<file path="src/rtl/acie_pkg.sv">
// Shared constants, types and helper functions of the ASCII command checker.
package acie_pkg;

    localparam logic [7:0] CH_DOLLAR = 8'h24;
    localparam logic [7:0] CH_HASH = 8'h23;
    localparam logic [7:0] CH_CR = 8'h0d;
    localparam logic [7:0] CH_LF = 8'h0a;
    localparam logic [7:0] CH_STAR = 8'h2a;
    localparam logic [7:0] CH_QMARK = 8'h3f;
    localparam logic [7:0] CH_SPACE = 8'h20;
    localparam logic [7:0] CH_NUL = 8'h00;
    localparam logic [7:0] CH_LBRACE = 8'h7b;
    localparam logic [7:0] CH_RBRACE = 8'h7d;
    localparam logic [7:0] CH_ADDR_MAX = 8'h7f;

    // Command mnemonics as ASCII pairs and triples.
    localparam logic [15:0] MN_WR_ENABLE = 16'h5745;
    localparam logic [15:0] MN_CFG_LOAD = 16'h5355;
    localparam logic [15:0] MN_CFG_READ = 16'h5253;
    localparam logic [15:0] MN_RESTART = 16'h5252;
    localparam logic [23:0] MN_XA_WRITE = 24'h574541;
    localparam logic [23:0] MN_XA_READ = 24'h524541;

    localparam int BUF_DEPTH = 16;
    localparam logic [4:0] HDR_LEN = 5'h02;
    localparam logic [4:0] CK_LEN = 5'h02;
    localparam logic [4:0] OP_LEN_CFG = 5'h08;
    localparam logic [4:0] OP_LEN_XA = 5'h04;
    localparam logic [4:0] MIN_CMD_LEN = 5'h04;

    localparam logic [31:0] CFG_RESET = 32'h31070080;
    localparam logic [15:0] EXT_ADDR_RESET = 16'h3030;
    localparam int CFG_LF_BIT = 23;
    localparam int CFG_PAR_EN_BIT = 21;

    localparam int CLK_MHZ = 200;
    localparam int CAL_TIME_MS = 2500;
    localparam int CAL_CYCLES = CAL_TIME_MS * CLK_MHZ * 1000;

    typedef enum logic [2:0] {
        ERR_ADDR = 3'b000,
        ERR_CKSUM = 3'b001,
        ERR_CMD = 3'b010,
        ERR_NRDY = 3'b011,
        ERR_PAR = 3'b100,
        ERR_SYNTAX = 3'b101,
        ERR_VALUE = 3'b110,
        ERR_WPROT = 3'b111
    } acie_err_t;

    typedef enum logic [2:0] {
        CMD_WE = 3'b000,
        CMD_CFG_LOAD = 3'b001,
        CMD_CFG_READ = 3'b010,
        CMD_RESTART = 3'b011,
        CMD_XA_WRITE = 3'b100,
        CMD_XA_READ = 3'b101,
        CMD_NONE = 3'b110
    } acie_cmd_t;

    typedef enum logic [1:0] {
        ST_IDLE = 2'b00,
        ST_RECV = 2'b01,
        ST_EVAL = 2'b10,
        ST_SEND = 2'b11
    } acie_state_t;

    // Texts are padded to 16 characters; only the first ERR_LEN are sent.
    localparam logic [127:0] ERR_TEXT [8] = '{
        "ADDRESS ERROR   ", "BAD CHECKSUM    ", "COMMAND ERROR   ", "NOT READY       ",
        "PARITY ERROR    ", "SYNTAX ERROR    ", "VALUE ERROR     ", "WRITE PROTECTED "};
    localparam logic [4:0] ERR_LEN [8] = '{5'h0d, 5'h0c, 5'h0d, 5'h09, 5'h0c, 5'h0c, 5'h0b,
        5'h0f};

    function automatic logic is_hex(input logic [7:0] c);
        return (c >= 8'h30 && c <= 8'h39) || (c >= 8'h41 && c <= 8'h46);
    endfunction : is_hex

    function automatic logic [3:0] hex_val(input logic [7:0] c);
        return (c >= 8'h41) ? 4'(c - 8'h37) : c[3:0];
    endfunction : hex_val

    function automatic logic [7:0] hex_char(input logic [3:0] n);
        return (n > 4'h9) ? 8'(8'h37 + {4'h0, n}) : {4'h3, n};
    endfunction : hex_char

    function automatic logic addr_legal(input logic [7:0] a);
        return a <= CH_ADDR_MAX && a != CH_NUL && a != CH_CR && a != CH_DOLLAR &&
            a != CH_HASH && a != CH_LBRACE && a != CH_RBRACE;
    endfunction : addr_legal

endpackage : acie_pkg

</file>
<file path="src/rtl/acie_tx_frame.sv">
// Response byte framer that wraps each response in linefeeds when enabled.
`timescale 1ns/1ps
`default_nettype none
module acie_tx_frame (
    input wire logic i_clk,
    input wire logic i_reset,
    input wire logic i_valid,
    input wire logic [7:0] i_data,
    input wire logic i_first,
    input wire logic i_last,
    input wire logic i_lf_en,
    output logic o_ready,
    output logic o_tx_valid,
    output logic [7:0] o_tx_data,
    input wire logic i_tx_ready
);
    import acie_pkg::*;

    logic valid_q;
    logic [7:0] data_q;
    logic [7:0] hold_q;
    logic pend_q;
    logic hold_last_q;
    logic post_q;
    logic adv;

    assign adv = !valid_q || i_tx_ready;
    assign o_ready = adv && !pend_q && !post_q;

    always_ff @(posedge i_clk) begin
        if (i_reset) begin
            valid_q <= 1'b0;
            data_q <= 8'h00;
            hold_q <= 8'h00;
            pend_q <= 1'b0;
            hold_last_q <= 1'b0;
            post_q <= 1'b0;
        end else if (adv) begin
            if (pend_q) begin
                valid_q <= 1'b1;
                data_q <= hold_q;
                pend_q <= 1'b0;
                post_q <= hold_last_q;
            end else if (post_q) begin
                valid_q <= 1'b1;
                data_q <= CH_LF;
                post_q <= 1'b0;
            end else if (i_valid) begin
                valid_q <= 1'b1;
                if (i_first && i_lf_en) begin
                    data_q <= CH_LF;
                    hold_q <= i_data;
                    hold_last_q <= i_last;
                    pend_q <= 1'b1;
                end else begin
                    data_q <= i_data;
                    post_q <= i_last && i_lf_en;
                end
            end else begin
                valid_q <= 1'b0;
            end
        end
    end

    assign o_tx_valid = valid_q;
    assign o_tx_data = data_q;

    property p_lead_lf;
        @(posedge i_clk) disable iff (i_reset)
            (o_ready && i_valid && i_first && i_lf_en) |=> (o_tx_valid && o_tx_data == CH_LF);
    endproperty
    a_lead_lf: assert property (p_lead_lf) else $error("leading linefeed missing");
endmodule : acie_tx_frame
`default_nettype wire

</file>
<file path="config.mk">
export PLATFORM = sky130hd
export DESIGN_NAME = acie_tx_frame
export DESIGN_NICKNAME = d
export VERILOG_FILES = /design/src/rtl/acie_pkg.sv /design/src/rtl/acie_tx_frame.sv
export SDC_FILE = /design/constraint.sdc
export NUM_CORES = 1
export LEC_CHECK = 0
export BUFFER_PORTS_ARGS = -buffer_cell sky130_fd_sc_hd__buf_2
export CORE_ASPECT_RATIO = 0.9
export CORE_MARGIN = 1
export CORE_UTILIZATION = 25
export DETAILED_ROUTE_END_ITERATION = 12
export PLACE_DENSITY = 0.51
export SLEW_MARGIN = 40
export SYNTH_ARGS = -nofsm -noshare
export SYNTH_HDL_FRONTEND = slang
export SYNTH_SLANG_ARGS = --single-unit
</file>
<file path="constraint.sdc">
create_clock -name i_clk -period 1.3 [get_ports i_clk]
set_input_delay 0.13 -clock i_clk [delete_from_list [all_inputs] [get_ports i_clk]]
set_output_delay 0.13 -clock i_clk [all_outputs]
set_load 0.005 [all_outputs]
</file>
### Word level (Yosys, flattened, before mapping)

Index checks and enable logic that the tools add are counted.

| cells by class | value |
|---|---|
| mux-type cells | 15 |
| bitwise logic cells | 2 |
| reduce and logical (&&, ||, !) cells | 11 |

Operators with widths:

| kind | count |
|---|---|
| two-way mux 8 bit | 4 |
| two-way mux 1 bit | 11 |
| AND reduction 5 bit | 1 |
| logical AND 1 bit | 4 |
| logical NOT 1 bit | 3 |
| nonzero test 3 bit | 1 |
| NOT 1 bit | 2 |
| AND reduction 2 bit | 1 |
| logical OR 1 bit | 1 |

| word-level totals | value |
|---|---|
| register bits after elaboration | 20 |
| output and inout bits | 10 |
| logic and storage cells | 34 |

### Longest topological paths before layout

Gate-level depths: netlist of run 1.

| logic depth | value |
|---|---|
| depth after elaboration | 5 |
| gate-level depth with buffers | 5 |
| mapped depth without buffers | 3 |

### Least setup slack after synthesis of run 1

No wires, ideal clock.

| timing | value |
|---|---|
| path type | flip-flop to flip-flop |
| start | reg post_q |
| end | reg data_q[0] (netlist: o_tx_data[0]) |
| library setup time | 137 ps |
| arrival | 1118 ps |
| data required time | 1163 ps |
| setup slack | 45 ps |
| cell stages (with the launch flop) | 6 |
| buffers on the path | 2 |
| path through | dfxtp_1 > buf_4 > or3_1 > clkbuf_1 > a21oi_1 > a211oi_1 |

| on the way | value |
|---|---|
| longest elaborated chain between the ends | 2 |

Ends and longest elaborated chain:

| element | RTL line | RTL |
|---|---|---|
| from (decl) | acie_tx_frame.sv:24 | `logic post_q;` |
| from (signal assigned) | acie_tx_frame.sv:43 | `post_q <= hold_last_q;` |
| from (signal assigned) | acie_tx_frame.sv:57 | `post_q <= i_last && i_lf_en;` |
| nonzero test 3 bit (no line) / two-way mux 8 bit (equally long branches) | n/a |  |
| AND reduction 2 bit (no line) / two-way mux 8 bit (equally long branches) | n/a |  |
| to (signal assigned) | acie_tx_frame.sv:41 | `data_q <= hold_q;` |
| to (signal assigned) | acie_tx_frame.sv:56 | `data_q <= i_data;` |
| to (decl) | acie_tx_frame.sv:20 | `logic [7:0] data_q;` |

Parallel ways exist; a longest one is shown, timed or not.
A chain may end at the register's enable or synchronous reset.

### Final worst setup path of run 1

| timing | value |
|---|---|
| start | reg pend_q |
| end | reg hold_q[4] |

| on the way | value |
|---|---|
| longest elaborated chain between the ends | 2 |

Ends and longest elaborated chain:

| element | RTL line | RTL |
|---|---|---|
| from (decl) | acie_tx_frame.sv:22 | `logic pend_q;` |
| from (signal assigned) | acie_tx_frame.sv:35 | `pend_q <= 1'b0;` |
| from (signal assigned) | acie_tx_frame.sv:42 | `pend_q <= 1'b0;` |
| from (signal assigned) | acie_tx_frame.sv:54 | `pend_q <= 1'b1;` |
| NOT 1 bit (no line) | n/a |  |
| AND reduction 5 bit (no line) | n/a |  |
| to (signal assigned) | acie_tx_frame.sv:52 | `hold_q <= i_data;` |
| to (decl) | acie_tx_frame.sv:21 | `logic [7:0] hold_q;` |

No other way between the ends.

==> results of run 1 <==
==> routing by layer <==
| layer | share of wire | vias to the layer above | wire length [um] | track usage |
|---|---|---|---|---|
| li1 | - | 481 | - | - |
| met1 | 0.45 | 475 | 1300 | 0.1648 |
| met2 | 0.51 | 27 | 1496 | 0.2631 |
| met3 | 0.033 | 4 | 97 | 0.03333 |
| met4 | 0.0052 | 0 | 15 | 0.03647 |
| met5 | 0 | - | 0 | 0 |
==> logic make-up (layout without fill, tap and decap cells) <==
family / count (synthesis) / in the layout
buf+inv: 12 / 42
simple gates: 29 / 29
compound gates: 46 / 46
flops: 20 / 20
==> power breakdown <==
| part | total (mW) | internal (mW) | switching [mW] | leakage (nW) |
|---|---|---|---|---|
| logic | 0.287 | 0.135 | 0.152 | 0.310 |
| registers | 0.674 | 0.649 | 0.0251 | 0.165 |
| clock network | 0.489 | 0.270 | 0.219 | 0.0288 |
==> registers in the layout, indices dropped and copies added (netlist names) <==
register and count:
hold_q 8, post_q 1, pend_q 1, o_tx_valid 1, hold_last_q 1, o_tx_data 8
==> cell usage in the layout (no fill, tap or decap) <==
cell	n
a2111oi_0	2
a211oi_1	7
a211oi_2	1
a21oi_1	18
a22oi_1	6
a32oi_1	1
and3_1	1
buf_12	2
buf_2	24
buf_4	12
clkbuf_8	4
dfxtp_1	18
dfxtp_2	1
dfxtp_4	1
nand2_1	1
nand3_1	2
nand4_1	9
nor2_1	4
nor2_2	1
nor2b_1	2
nor2b_4	1
nor3_1	1
nor3_2	1
nor4b_2	1
o21ai_0	2
o31ai_1	6
o31ai_2	3
or2_4	1
or2b_1	1
or3_4	1
or4_1	2
==> cell type report <==
class                      count  area [sq um]
sequential                    20         405.4
fill                         375          2421
clock buffer                   4         55.05
timing repair buffer          38         250.2
tap                           46         57.56
multi-input combinational     75         515.5
==> worst max-delay path by stage <==
stage | slack, ps | from | to | cells past startpoint
detailed placement | -50 | post_q$_SDFFE_PP0N_ | hold_q[3]$_SDFFE_PP0P_ | 3
CTS | 20 | pend_q$_SDFFE_PP0N_ | o_tx_data[4]$_SDFFE_PP0P_ | 5
global placement | -50 | pend_q$_SDFFE_PP0N_ | o_tx_data[4]$_SDFFE_PP0P_ | 5
global route | -20 | pend_q$_SDFFE_PP0N_ | hold_q[3]$_SDFFE_PP0P_ | 4
finish | 20 | pend_q$_SDFFE_PP0N_ | hold_q[4]$_SDFFE_PP0P_ | 4
floorplan | 50 | post_q$_SDFFE_PP0N_ | o_tx_data[0]$_SDFFE_PP0P_ | 5
==> worst max-delay path: stages, from the launching register on <==
cell	delay, ps
dfxtp_4	380
or2_4	290
buf_4	150
o31ai_1	230
a21oi_1	100
==> what timing repair did <==
item,CTS,global route
setup buffers,3,3
setup endpoints to repair,19,11
resized for setup,3,5
pin swaps,1,2
==> qor.csv, run 1 <==
metric,value,unit
status,completed,
hold_start,i_data[1],
crit_required,1440,ps
reg2reg_to,hold_q[4]$_SDFFE_PP0P_,
crit_path_end_kind,register,
antenna_found_initial,0,
fin_skew,3.759,ps
core,3705,sq um
cts_tree,done,
r2r_start,pend_q$_SDFFE_PP0N_,
syn_area,969.7,sq um
fin_crit_sh,0.9833,
fp.dieW,67.65,um
hpwl,1959,um
synth-simple-area-share,0.1948,
rrSetupSlack,20,ps
critPathMaxFanout,10,
die-area,4132,sq um
syn_area_per_cell,9.062,sq um
rows,21,
cts-root-buf,clkbuf_8,
finalCriticalPeriod,1278,ps
layout-drive-gt1-share,0.3942,
setup_slack,21.69,ps
yosys.area.top_type,dfxtp_1,
viasPerCell,5.393,
final_net_count,153,
synthTopCellsByArea,"dfxtp_1, a21oi_1, o31ai_1",
grt_pass1_wl,4243,um
synthCells,107,
final_cell_count_no_fill,183,
worstSetupPathType,reg2reg,
grt_overflow_total,0,
post-route-util,0.3465,
clkLatencyLatePin,260,ps
powerDensity,1130,nW/um^2
yosysUniqueCellTypes,28,
synth_top_family_by_area,compound AO/OA/AOI/OAI gates,
clockBufferDepth,2,
drt_pass1_iterations,4,
arrival,1420,ps
holdBufCountCts,0,
yosysMostFrequentCell,dfxtp_1,
diodes,0,
cts.sinks,20,
drc,0,
syn_to_final_growth,32.39,%
final_area,1284,sq um
hold-worst-slack,124.4,ps
vias,987,
first_global_vias,884,
yosys-top-cells-count,"dfxtp_1, a21oi_1, nand4_1, o31ai_1, a211oi_1",
slew_headroom,0.6611,
setup.worst_path.start_class,register,
ir_drop,752.9,uV
synth_compound_area_frac,0.3135,
synth_xor_area_frac,0,
yosys.area_share.adder,0,
place_ws,-53.69,ps
post-place-cells,173,
ant_nets,0,
wl,2909,um
initial_core_util,0.2617,
port-buffer-count,24,
yosysTopAreaCellShare,0.4129,
place_area,1144,sq um
hold_path.class,in2reg,
ios,25,
hold_end,hold_q[1]$_SDFFE_PP0P_,
track_usage,0.1424,
grt_max_degree,21,
cts.clk_slew.worst_paths,80,ps
fmax,782.3,MHz
cts-htree-levels,1,
maxSlewViolCount,0,
finalHoldViolCount,0,
power_leakage,0.5043,nW
synth_edf_count,0,
whs_path_depth,3,
synth_nets,122,
cap_violations,0,
drt_iter0_drc,26,
timing.setup.tns,0,ps
rsz0062_at_grt,yes,
dieHeight,61.09,um
ys_warn_count,0,
synth-seq-cells,20,
worstMarginPinSlew,506.9,ps
synthArstFlopShare,0,
reg2reg_depth,4,
setup_viol,0,
ys.flop_type,dfxtp_1,
total_power,1.451,mW
numCtsBuffers,3,
wl_per_cell,15.90,um
synthMuxAreaShare,0,
gp_congestion,0.7084,
yosysSeqAreaShare,0.4129,
(Power assumes the default switching activity.)
==> run 2, diff against run 1 <==
Settings changed: CTS_BUF_LIST from default to sky130_fd_sc_hd__clkbuf_4, SETUP_SLACK_MARGIN from default to 0.1.
==> run 2 against run 1 <==
Net effect: the flow now finishes with violations (setup timing); power fell by 10%; final cell count rose by 0.55%; via count rose by 2.1%.
==> qor.csv, run 2 (synthesis gave the netlist of run 1 again) <==
metric,value,unit
final_common_cell,buf_2,
cell_internal_pwr,902.2,uW
layout-drive-gt1-share,0.5290,
track_usage,0.1490,
place_ws,-104.5,ps
port-buffer-count,24,
worstMarginPinSlew,517.4,ps
critPathMaxFanout,11,
cts-htree-levels,1,
fill_cells,375,
timing.setup.tns,-7.269,ps
setup_viol,1,
ir_drop,273.5,uV
fin_crit_sh,1.006,
grtUsageMet1,0.1725,
p_sw_frac,0.3090,
r2r_start,pend_q$_SDFFE_PP0N_,
clockBufferDepth,2,
fin_skew,0.6590,ps
die-area,4132,sq um
cts.sinks,20,
power_leakage,0.4961,nW
place_area,1140,sq um
use_met2,0.2532,
initial_core_util,0.2617,
rsz0062_at_grt,yes,
comb_power_share,0.243,
rrSetupSlack,-7,ps
viasPerCell,5.478,
maxSlewViolCount,0,
drt_pass1_iterations,8,
syn_to_final_growth,38.06,%
diodes,0,
first_global_vias,971,
vias,1008,
drc,0,
failed_checks,setup timing,
powerDensity,975.2,nW/um^2
finalHoldViolCount,0,
wl,3091,um
grt_util_met3,0.03333,
power_switching,403.5,uW
hpwl,1792,um
hold_start,i_last,
reg2reg_depth,4,
dieHeight,61.09,um
clkPwrFrac,0.238,
antenna_found_initial,0,
grt_max_degree,21,
ios,25,
hold_path.class,in2reg,
status,"complete, but fails checks",
drt_iter0_drc,52,
cts-root-buf,clkbuf_4,
top_usage_layer,met2,
worstSetupPathType,reg2reg,
arrival,1500,ps
whs_path_depth,3,
finalCriticalPeriod,1307,ps
final_area,1339,sq um
crit_required,1490,ps
grt_pass1_wl,4491,um
setup_slack,-7.269,ps
setup.worst_path.start_class,register,
fmax,765.0,MHz
crit_path_end_kind,register,
cts.clk_slew.worst_paths,120,ps
final_net_count,154,
cap_violations,0,
slew_headroom,0.6541,
ant_nets,0,
reg2reg_to,hold_q[7]$_SDFFE_PP0P_,
clkLatencyLatePin,300,ps
fp.dieW,67.65,um
total_power,1.306,mW
layout_common_cells,"buf_2, dfxtp_1, buf_4",
numCtsBuffers,3,
hold_end,hold_last_q$_SDFFE_PP0P_,
grt_overflow_total,0,
core,3705,sq um
cts_tree,done,
rows,21,
gp_congestion,0.7346,
seqPwrFrac,0.518,
wl_per_cell,16.80,um
run 2: cell types whose count changed in the layout (fill, tap and decap cells not counted), sizes merged:
cell,previous run,this run
clkinv,0,1
nor2,5,6
clkbuf,4,3
run 2: critical path, stage by stage, from the launching register on:
cell and delay (ps):
dfxtp_4 410, or2_4 250, buf_4 190, o31ai_1 250, a21oi_1 90
run 2: power groups by stage:
stage          registers, mW  clock network, mW  logic, mW
2_1_floorplan          0.687                  0      0.164
3_3_place_gp           0.689                  0      0.246
3_5_place_dp           0.692                  0      0.249
4_1_cts                0.674              0.319      0.282
5_1_grt                0.682              0.345      0.345
6_report               0.677              0.311      0.318
run 2: metrics by stage:
| stage | instances | hold slack (ps) | util |
|---|---|---|---|
| 6_report | 184 | 73.69 | 0.3614 |
| 3_3_place_gp | 171 | 403.4 | 0.3077 |
| 4_1_cts | 184 | 68.93 | 0.3398 |
| 2_1_floorplan | 107 | 256.2 | - |
| 3_5_place_dp | 171 | 406.2 | 0.3077 |
| 5_1_grt | 184 | 82.96 | 0.3614 |
run 2: repair_timing:
action                                 CTS  global route
pin swaps                                4             9
resized for setup                        9            17
setup endpoints to repair               20            20
endpoints found under the hold margin    0             0
gates cloned                             1             0
hold buffers                             0             0
buffers inserted                         8             0
run 2: how the worst max path moves through the flow:
stage / slack (ps) / from / endpoint
3_5_place_dp: -100 / pend_q$_SDFFE_PP0N_ / o_tx_data[1]$_SDFFE_PP0P_
4_1_cts: 8 / pend_q$_SDFFE_PP0N_ / o_ready
5_1_grt: -60 / pend_q$_SDFFE_PP0N_ / o_ready
6_report: -7 / pend_q$_SDFFE_PP0N_ / hold_q[7]$_SDFFE_PP0P_
2_1_floorplan: 80 / pend_q$_SDFFE_PP0N_ / o_tx_data[1]$_SDFFE_PP0P_
3_3_place_gp: -70 / pend_q$_SDFFE_PP0N_ / o_tx_data[3]$_SDFFE_PP0P_
run 2: final cells by class:
type	count	area [sq um]	area share
multi-input cells	76	613.1	0.4579
repair buffers	38	232.7	0.1738
clock inverters	1	3.754	0.002804
flip-flops and latches	20	409.1	0.3056
well taps	46	57.56	0.04299
clock buffers	3	22.52	0.01682
run 2: metal layers:
layer | vias up | routed length (um)
met4 | 0 | 42
met5 | - | 0
met1 | 496 | 1371
met2 | 26 | 1534
met3 | 6 | 142
li1 | 480 | -
